File: src/acc_pkg.sv
package acc_pkg;

    // ********************************************************
    // Frame bytes and status words
    // ********************************************************
    localparam logic [7:0] ACC_CLA_OK = 8'h00;
    localparam logic [7:0] ACC_INS_SELECT = 8'hA4;
    localparam logic [7:0] ACC_INS_READ = 8'hB0;
    localparam logic [7:0] ACC_INS_WRITE = 8'hD6;
    localparam logic [15:0] ACC_SW_OK = 16'h9000;
    localparam logic [15:0] ACC_SW_CLA = 16'h6E00;
    localparam logic [15:0] ACC_SW_INS = 16'h6D00;
    localparam logic [15:0] ACC_SW_PARAM = 16'h6A86;
    localparam logic [15:0] ACC_SW_LEN = 16'h6700;

    // ********************************************************
    // P1 field layout and transfer modes
    // ********************************************************
    localparam int ACC_P1_ADDR_HI_BIT = 7;
    localparam int ACC_P1_MODE_LSB = 4;
    localparam logic [2:0] ACC_MODE_PLAIN = 3'h0;
    localparam logic [2:0] ACC_MODE_PRIV = 3'h2;
    localparam logic [2:0] ACC_MODE_FAM = 3'h3;
    localparam logic [3:0] ACC_CRYPT_ALIGN_MASK = 4'hF;
    localparam logic [7:0] ACC_CRYPT_OVERHEAD = 8'h20;

    // ********************************************************
    // AFI and frame wait time
    // ********************************************************
    localparam logic [7:0] ACC_AFI_ANY = 8'h00;
    localparam logic [3:0] ACC_FWI_MAX = 4'hE;
    localparam int ACC_FWT_BASE_CARRIER = 256 * 16;
    localparam int ACC_PUPI_BYTES = 4;

    // ********************************************************
    // Reset values
    // ********************************************************
    localparam logic [7:0] ACC_RST_BYTE = 8'h00;

    typedef enum logic [2:0] {
        ACC_ST_HDR,
        ACC_ST_DATA,
        ACC_ST_TAIL,
        ACC_ST_RESP,
        ACC_ST_SW1,
        ACC_ST_SW2
    } acc_state_t;

endpackage : acc_pkg

File: src/acc_link_if.sv
interface acc_link_if;
    // Command byte stream, reader to tag
    logic cmd_valid;
    logic [7:0] cmd_byte;
    logic cmd_last;
    logic cmd_ready;
    // Response byte stream, tag to reader
    logic rsp_valid;
    logic [7:0] rsp_byte;
    logic rsp_last;
    logic rsp_ready;

    modport tag (
        input cmd_valid, cmd_byte, cmd_last, rsp_ready,
        output cmd_ready, rsp_valid, rsp_byte, rsp_last
    );
    modport reader (
        output cmd_valid, cmd_byte, cmd_last, rsp_ready,
        input cmd_ready, rsp_valid, rsp_byte, rsp_last
    );
endinterface : acc_link_if

File: src/acc_afi_match.sv
// Card request family filter, pure combinational
module acc_afi_match
    import acc_pkg::*;
(
    input wire logic [7:0] req_afi,
    input wire logic [7:0] stored_afi,
    output logic hit
);
    always_comb begin
        if (req_afi == ACC_AFI_ANY) begin
            hit = 1'b1;
        end else if (req_afi[3:0] == 4'h0) begin
            hit = (req_afi[7:4] == stored_afi[7:4]);
        end else if (req_afi[7:4] == 4'h0) begin
            hit = (req_afi[3:0] == stored_afi[3:0]);
        end else begin
            hit = (req_afi == stored_afi);
        end
    end
endmodule : acc_afi_match

File: src/acc_tag_end.sv
module acc_tag_end
    import acc_pkg::*;
(
    input wire logic ref_clk,
    input wire logic rst_n,
    acc_link_if.tag link,
    input wire logic [7:0] stored_afi,
    input wire logic [63:0] stored_identifier_area,
    input wire logic [3:0] fwi_cfg,
    input wire logic [7:0] card_req_afi,
    output logic card_req_hit,
    output logic [31:0] pupi,
    output logic [3:0] fwi,
    output logic mem_req,
    output logic mem_write,
    output logic [14:0] mem_addr,
    output logic [7:0] mem_wdata,
    input wire logic [7:0] mem_rdata,
    output logic [2:0] xfer_mode,
    output logic payload_strobe
);

    // ********************************************************
    // State
    // ********************************************************
    typedef struct packed {
        acc_state_t st;
        logic [2:0] hcnt;
        logic [7:0] cla;
        logic [7:0] ins;
        logic [7:0] p1;
        logic [7:0] p2;
        logic [7:0] lc;
        logic [7:0] le;
        logic has_lc;
        logic has_le;
        logic [7:0] dcnt;
        logic [15:0] sw;
        logic [14:0] addr;
        logic mem_req;
        logic mem_write;
        logic [7:0] wdata;
        logic pay;
        logic rv;
        logic [7:0] rb;
        logic rl;
        logic rdy;
        logic hit;
        logic [31:0] pupi;
        logic [3:0] fwi;
    } acc_tag_state_t;

    acc_tag_state_t s_q;
    acc_tag_state_t s_d;
    logic afi_hit;
    logic [2:0] mode;
    logic crypt;
    logic [15:0] chk_sw;
    logic [7:0] dlen;

    acc_afi_match u_afi (
        .req_afi(card_req_afi),
        .stored_afi(stored_afi),
        .hit(afi_hit)
    );

    // ********************************************************
    // Header checks, ordered by priority
    // ********************************************************
    assign mode = s_q.p1[ACC_P1_MODE_LSB +: 3];
    assign crypt = (mode == ACC_MODE_PRIV) || (mode == ACC_MODE_FAM);
    // Encrypted lengths include IV and MAC around the payload
    assign dlen = s_q.has_lc ? s_q.lc : (s_q.has_le ? s_q.le : 8'h00);
    always_comb begin
        chk_sw = ACC_SW_OK;
        if (s_q.cla != ACC_CLA_OK) begin
            chk_sw = ACC_SW_CLA;
        end else if (s_q.ins == ACC_INS_SELECT) begin
            chk_sw = ACC_SW_OK;
        end else if (s_q.ins != ACC_INS_READ &&
                     s_q.ins != ACC_INS_WRITE) begin
            chk_sw = ACC_SW_INS;
        end else if (s_q.p1[ACC_P1_ADDR_HI_BIT]) begin
            chk_sw = ACC_SW_PARAM;
        end else if (!crypt && mode != ACC_MODE_PLAIN) begin
            chk_sw = ACC_SW_PARAM;
        end else if (crypt &&
                     (s_q.p2[3:0] & ACC_CRYPT_ALIGN_MASK) != 4'h0) begin
            chk_sw = ACC_SW_PARAM;
        end else if (crypt && ((dlen[3:0] != 4'h0) ||
                     dlen < ACC_CRYPT_OVERHEAD)) begin
            chk_sw = ACC_SW_LEN;
        end
    end

    // ********************************************************
    // Next state
    // ********************************************************
    always_comb begin
        s_d = s_q;
        s_d.mem_req = 1'b0;
        s_d.pay = 1'b0;
        s_d.hit = afi_hit;
        // Low four bytes of the identifier area
        s_d.pupi = stored_identifier_area[ACC_PUPI_BYTES*8-1:0];
        // Exponent of the wait time: base unit times 2^fwi
        s_d.fwi = fwi_cfg;
        // Out-of-range FWI clamped to the largest legal value
        if (fwi_cfg > ACC_FWI_MAX) begin
            s_d.fwi = ACC_FWI_MAX;
        end
        // Marker dropped with valid so no stray last is left standing
        if (s_q.rv && link.rsp_ready) begin
            s_d.rv = 1'b0;
            s_d.rl = 1'b0;
        end
        case (s_q.st)
            ACC_ST_HDR: begin
                if (link.cmd_valid && s_q.rdy) begin
                    case (s_q.hcnt)
                        3'h0: s_d.cla = link.cmd_byte;
                        3'h1: s_d.ins = link.cmd_byte;
                        3'h2: s_d.p1 = link.cmd_byte;
                        3'h3: s_d.p2 = link.cmd_byte;
                        default: s_d.lc = link.cmd_byte;
                    endcase
                    s_d.hcnt = s_q.hcnt + 3'h1;
                    if (link.cmd_last) begin
                        // Fifth byte last means it was Le
                        s_d.has_le = (s_q.hcnt == 3'h4);
                        s_d.le = link.cmd_byte;
                        s_d.has_lc = 1'b0;
                        s_d.st = ACC_ST_TAIL;
                    end else if (s_q.hcnt == 3'h4) begin
                        s_d.has_lc = 1'b1;
                        // Le of an earlier frame must not leak in
                        s_d.has_le = 1'b0;
                        s_d.dcnt = 8'h00;
                        s_d.st = ACC_ST_DATA;
                    end
                end
            end
            ACC_ST_DATA: begin
                // Payload only counted here; no store behind this end
                if (link.cmd_valid && s_q.rdy) begin
                    s_d.dcnt = s_q.dcnt + 8'h01;
                    if (s_q.dcnt == s_q.lc) begin
                        s_d.has_le = 1'b1;
                        s_d.le = link.cmd_byte;
                    end
                    if (link.cmd_last) begin
                        s_d.st = ACC_ST_TAIL;
                    end
                end
            end
            ACC_ST_TAIL: begin
                s_d.sw = chk_sw;
                s_d.addr = {s_q.p1[6:0], s_q.p2};
                s_d.dcnt = 8'h00;
                if (chk_sw == ACC_SW_OK && s_q.ins == ACC_INS_READ &&
                    s_q.has_le) begin
                    s_d.st = ACC_ST_RESP;
                end else begin
                    s_d.st = ACC_ST_SW1;
                end
                if (chk_sw == ACC_SW_OK && s_q.ins == ACC_INS_WRITE) begin
                    s_d.mem_req = 1'b1;
                    s_d.mem_write = 1'b1;
                    s_d.pay = !crypt;
                end
            end
            ACC_ST_RESP: begin
                if (!s_q.rv || link.rsp_ready) begin
                    s_d.mem_req = 1'b1;
                    s_d.mem_write = 1'b0;
                    s_d.addr = s_q.addr + 15'h0001;
                    s_d.rv = 1'b1;
                    s_d.rb = mem_rdata;
                    s_d.rl = 1'b0;
                    s_d.dcnt = s_q.dcnt + 8'h01;
                    if (s_q.dcnt + 8'h01 == s_q.le) begin
                        s_d.st = ACC_ST_SW1;
                    end
                end
            end
            ACC_ST_SW1: begin
                if (!s_q.rv || link.rsp_ready) begin
                    s_d.rv = 1'b1;
                    s_d.rb = s_q.sw[15:8];
                    s_d.rl = 1'b0;
                    s_d.st = ACC_ST_SW2;
                end
            end
            ACC_ST_SW2: begin
                if (!s_q.rv || link.rsp_ready) begin
                    s_d.rv = 1'b1;
                    s_d.rb = s_q.sw[7:0];
                    s_d.rl = 1'b1;
                    s_d.hcnt = 3'h0;
                    s_d.st = ACC_ST_HDR;
                end
            end
            default: s_d.st = ACC_ST_HDR;
        endcase
        // Registered ready: low whenever a response byte is pending
        s_d.rdy = ((s_d.st == ACC_ST_HDR) || (s_d.st == ACC_ST_DATA)) &&
                  !s_d.rv;
    end

    // ********************************************************
    // Registers
    // ********************************************************
    always_ff @(posedge ref_clk) begin
        if (!rst_n) begin
            s_q <= '0;
        end else begin
            s_q <= s_d;
        end
    end

    // Command bytes taken only while parsing, not while answering
    assign link.cmd_ready = s_q.rdy;
    assign link.rsp_valid = s_q.rv;
    assign link.rsp_byte = s_q.rb;
    assign link.rsp_last = s_q.rl;
    assign card_req_hit = s_q.hit;
    assign pupi = s_q.pupi;
    assign fwi = s_q.fwi;
    assign mem_req = s_q.mem_req;
    assign mem_write = s_q.mem_write;
    assign mem_addr = s_q.addr;
    assign mem_wdata = s_q.wdata;
    assign xfer_mode = s_q.p1[ACC_P1_MODE_LSB +: 3];
    assign payload_strobe = s_q.pay;

endmodule : acc_tag_end

File: src/flat_wrapper.sv
// flat-port wrapper written by rule: the top's interface ports become plain ports
module acc_tag_end_flat import acc_pkg::*;
  (ref_clk, rst_n, stored_afi, stored_identifier_area, fwi_cfg, card_req_afi, card_req_hit, pupi, fwi, mem_req, mem_write, mem_addr, mem_wdata, mem_rdata, xfer_mode, payload_strobe, link_cmd_valid, link_cmd_byte, link_cmd_last, link_rsp_ready, link_cmd_ready, link_rsp_valid, link_rsp_byte, link_rsp_last);
  acc_link_if link_i ();
  input wire logic ref_clk;
  input wire logic rst_n;
  input wire logic [7:0] stored_afi;
  input wire logic [63:0] stored_identifier_area;
  input wire logic [3:0] fwi_cfg;
  input wire logic [7:0] card_req_afi;
  output logic card_req_hit;
  output logic [31:0] pupi;
  output logic [3:0] fwi;
  output logic mem_req;
  output logic mem_write;
  output logic [14:0] mem_addr;
  output logic [7:0] mem_wdata;
  input wire logic [7:0] mem_rdata;
  output logic [2:0] xfer_mode;
  output logic payload_strobe;
  input wire logic [$bits(link_i.cmd_valid)-1:0] link_cmd_valid;
  input wire logic [$bits(link_i.cmd_byte)-1:0] link_cmd_byte;
  input wire logic [$bits(link_i.cmd_last)-1:0] link_cmd_last;
  input wire logic [$bits(link_i.rsp_ready)-1:0] link_rsp_ready;
  output wire logic [$bits(link_i.cmd_ready)-1:0] link_cmd_ready;
  output wire logic [$bits(link_i.rsp_valid)-1:0] link_rsp_valid;
  output wire logic [$bits(link_i.rsp_byte)-1:0] link_rsp_byte;
  output wire logic [$bits(link_i.rsp_last)-1:0] link_rsp_last;
  assign link_i.cmd_valid = link_cmd_valid;
  assign link_i.cmd_byte = link_cmd_byte;
  assign link_i.cmd_last = link_cmd_last;
  assign link_i.rsp_ready = link_rsp_ready;
  assign link_cmd_ready = link_i.cmd_ready;
  assign link_rsp_valid = link_i.rsp_valid;
  assign link_rsp_byte = link_i.rsp_byte;
  assign link_rsp_last = link_i.rsp_last;
  acc_tag_end u_core (.ref_clk(ref_clk), .rst_n(rst_n), .link(link_i), .stored_afi(stored_afi), .stored_identifier_area(stored_identifier_area), .fwi_cfg(fwi_cfg), .card_req_afi(card_req_afi), .card_req_hit(card_req_hit), .pupi(pupi), .fwi(fwi), .mem_req(mem_req), .mem_write(mem_write), .mem_addr(mem_addr), .mem_wdata(mem_wdata), .mem_rdata(mem_rdata), .xfer_mode(xfer_mode), .payload_strobe(payload_strobe));
endmodule
File: config.mk
export PLATFORM = sky130hd
export DESIGN_NAME = acc_tag_end_flat
export DESIGN_NICKNAME = d
export VERILOG_FILES = /design/src/acc_pkg.sv /design/src/acc_link_if.sv /design/src/acc_afi_match.sv /design/src/acc_tag_end.sv /design/src/flat_wrapper.sv
export SDC_FILE = /design/constraint.sdc
export NUM_CORES = 1
export LEC_CHECK = 0
export BUFFER_PORTS_ARGS = -buffer_cell sky130_fd_sc_hd__buf_4
export CAP_MARGIN = 20
export CORE_ASPECT_RATIO = 1.5
export CORE_UTILIZATION = 45
export DETAILED_ROUTE_END_ITERATION = 16
export GPL_TIMING_DRIVEN = 0
export HOLD_SLACK_MARGIN = 0.05
export PLACE_DENSITY = 0.78
export SKIP_CTS_REPAIR_TIMING = 1
export SYNTH_ARGS = -nofsm -noshare
export SYNTH_HDL_FRONTEND = slang
export SYNTH_HIERARCHICAL = 1
export SYNTH_SLANG_ARGS = --single-unit
File: constraint.sdc
create_clock -name ref_clk -period 3.49 [get_ports ref_clk]
set_input_delay 0.349 -clock ref_clk [delete_from_list [all_inputs] [get_ports ref_clk]]
set_output_delay 0.349 -clock ref_clk [all_outputs]
set_load 0.01 [all_outputs]
==> impl_metrics.toml <==
[setup_path]
r2r_setup_slack_ns = 1.09
end_kind = "flip-flop"
cp_max_fo = 9
r2r_end = "u_core/mem_addr[4]$_SDFFE_PN0P_"
worstReg2RegStart = "u_core/s_q[151]$_SDFF_PN0_"
crit_cells = 8
cp.arrival_ns = 2.68
r2r_cells = 8
startpoint_type = "flip-flop"
cpLargestDelayFamily = "simple AND/OR/NAND/NOR gates"
required_ns = 3.77
slowest_stage = "nand3_1"
crit_top_cell = "clkbuf_1"
path_cells = "clkbuf_1 > nor2b_1 > clkbuf_1 > nand3_1 > nand2_1 > o21ai_0 > a221oi_1 > nor2_1"
path_buf_inv = 2
max_stage_delay_ns = 0.38
startpoint = "u_core/s_q[151]$_SDFF_PN0_"
crit_type = "flip-flop to flip-flop"
endpoint = "u_core/mem_addr[4]$_SDFFE_PN0P_"

[finish]
drive_gt1_share_pct = 27.3
num_antenna_cells = 0
final_nets = 1030
fill_cells = 1204
multiInputGateArea_mm2 = 0.00302
fin_area_mm2 = 0.00836
regArea_mm2 = 0.00274
syn_to_final_growth_pct = 29.4

[grt]
grt_pass1_vias = 5339
overflow = 0
track_usage_pct = 22.1
grt_max_degree = 17
grt_antenna_before_repair = 0
grt_pass1_wl_um = 25700

[floorplanning]
die_w_um = 99.8
die_y_um = 149
initial_utilization_pct = 46.2
dieArea_mm2 = 0.0148
io_pins = 182
rows = 53
core_mm2 = 0.0140

[detailed_routing]
viasPerCell = 5.29
num_vias = 5946
drc = 0
avgRoutedWirePerCell_um = 14.5
drt_wl_total_um = 16300
drtIter0Drc = 382
drtAntennaViolNets = 0
dr.pass1.iters = 6

[sta]
setup_tns_ns = 0
period_share_pct = 68.7
timing.fmax_mhz = 417
final_max_slew_viol_count = 0
rsz0062_at_grt = "no"
slew_headroom_pct = 35.3
fin_skew_ns = 0.00826
tightest_slew_ns = 0.963
min_period_ns = 2.40
finalHoldViolations = 0
setup_violations = 0

[synthesis]
synth-seq-cells = 137
async_reset_ff_share_pct = 0
synth.avg_cell_area_um2 = 8.59
synth_edf_count = 0
yosys_warnings = 6
synth_area_mm2 = 0.00646
synthFlopType = "dfxtp_1"
synth.distinct_cells = 60
seq_area_frac_synth_pct = 42.5
netlist_instances = 752

[placement]
port_buffers = 140
placed_area_mm2 = 0.00778
dpl.hpwl_um = 11900
gp_congestion = 0.872

[cts]
numCtsBuffers = 17
ctsRootBufferMaster = "clkbuf_16"
h-tree-depth = 4
clockBufferDepth = 2
cts_tree = "built"
clk_pin_slew_ns = 0.06
clk_latency_ns = 0.42
clock_sinks = 137

[outcome]
outcome = "finished clean"

[job]
drv_cap = 0

[power]
power_density_mw_per_mm2 = 446
vdd_drop_max_mv = 0.300
cellLeakagePower_nw = 3.53

[min_path]
hp-class = "input port to flip-flop"
-- Yosys cell counts, types with 4 or more instances --
master      n  area share (%)
dfxtp_1   137              42
nor2_1     89             5.2
buf_4      70             8.1
nand2_1    47             2.7
a21oi_1    46             3.6
and2_1     41             4.0
mux2i_1    41             6.4
o21ai_0    41             3.2
clkbuf_1   35             2.0
nand3_1    25             1.9
xnor2_1    21             2.8
nor3_1     15             1.2
a31oi_1    13             1.3
inv_1      11            0.64
nor4_1      9            0.87
ha_1        7             1.4
nand4_1     7            0.68
nor3b_1     7            0.81
a22oi_1     6            0.70
and3_1      6            0.58
nand2b_1    5            0.48
a221oi_1    4            0.54
buf_2       4            0.31
nand4b_1    4            0.54
or3_1       4            0.39
or4_1       4            0.46
-- stage by stage --
stage	utilization [%]	hold slack (ns)	setup slack [ns]	total power (W)	std cells
4_1_cts	59.7	0.102	1.14	0.00375	1123
3_5_place_dp	55.6	0.454	1.15	0.00200	1091
6_report	59.7	0.117	1.09	0.00372	1123
5_1_grt	59.7	0.109	0.871	0.00386	1123
2_1_floorplan	-	0.432	1.45	0.00184	759
3_3_place_gp	55.6	0.448	1.18	0.00200	1091
-- sequential cells by signal (all words and copies together), names as in the netlist --
signal                 flops
u_core/payload_strobe      1
u_core/xfer_mode           3
u_core/pupi               32
u_core/mem_addr           15
u_core/link.rsp_byte       8
u_core/fwi                 4
u_core/link.rsp_valid      1
u_core/link.rsp_last       1
u_core/s_q                68
u_core/link.cmd_ready      1
u_core/mem_write           1
u_core/mem_req             1
u_core/card_req_hit        1
-- report_power, final --
part           total, W  switching (W)  internal (W)
logic          0.000347       0.000168      0.000178
clock network   0.00175       0.000746       0.00101
registers       0.00162      0.0000181       0.00161
total           0.00372       0.000932       0.00279
-- worst min-delay path by stage --
| stage | from | end | slack [ns] | depth (start not counted) |
|---|---|---|---|---|
| floorplan | u_core/s_q[122]$_SDFFE_PN0P_ | u_core/mem_addr[6]$_SDFFE_PN0P_ | 0.43 | 2 |
| global placement | u_core/s_q[122]$_SDFFE_PN0P_ | u_core/mem_addr[6]$_SDFFE_PN0P_ | 0.45 | 2 |
| detailed placement | u_core/s_q[122]$_SDFFE_PN0P_ | u_core/mem_addr[6]$_SDFFE_PN0P_ | 0.45 | 2 |
| CTS | fwi_cfg[2] | u_core/fwi[0]$_SDFF_PP0_ | 0.10 | 2 |
| global route | fwi_cfg[2] | u_core/fwi[0]$_SDFF_PP0_ | 0.11 | 2 |
| finish | fwi_cfg[2] | u_core/fwi[0]$_SDFF_PP0_ | 0.12 | 2 |
-- worst reg2reg max path, cell delays in order (launching register included) --
cell and delay (ns):
dfxtp_1 0.31, clkbuf_1 0.27, nor2b_1 0.17, clkbuf_1 0.27, nand3_1 0.38, nand2_1 0.34
o21ai_0 0.13, a221oi_1 0.33, nor2_1 0.07
-- area by class of cell --
cell class / count / area share (%)
repair buffers: 140 / 12.6
well taps: 192 / 2.87
clock buffers: 17 / 5.09
clock inverters: 15 / 1.86
multi-input cells: 500 / 36.1
plain buffers: 110 / 8.14
flip-flops and latches: 137 / 32.8
inverters: 12 / 0.539
-- cell usage in the layout (no fill, tap or decap), drive strengths merged, types with 10 or more instances in the layout --
master and count:
a21oi 48, a31oi 13, and2 42, buf 215
clkbuf 52, dfxtp 137, inv 20, mux2i 41
nand2 47, nand3 25, nor2 89, nor3 17
nor4 10, o21ai 43, xnor2 21
-- logic make-up (layout without fill, tap and decap cells) --
logic type,count (synthesis),after routing,share of synthesized area (%)
buffers and inverters,122,294,11.2
adders and majority gates,7,7,1.36
xor gates and xnor gates,24,24,3.25
and+or+nand+nor,278,278,22.0
other,1,8,0.0581
AOI/OAI and AO/OA,142,142,13.3
muxes,41,41,6.35
DFF,137,137,42.5
-- layer usage --
layer  global-route usage (%)  share of wire (%)
met5                        0                  0
met4                     11.9                3.5
met3                     3.89                6.5
met2                     39.1                 52
met1                     25.0                 38
(Power assumes the default switching activity.)
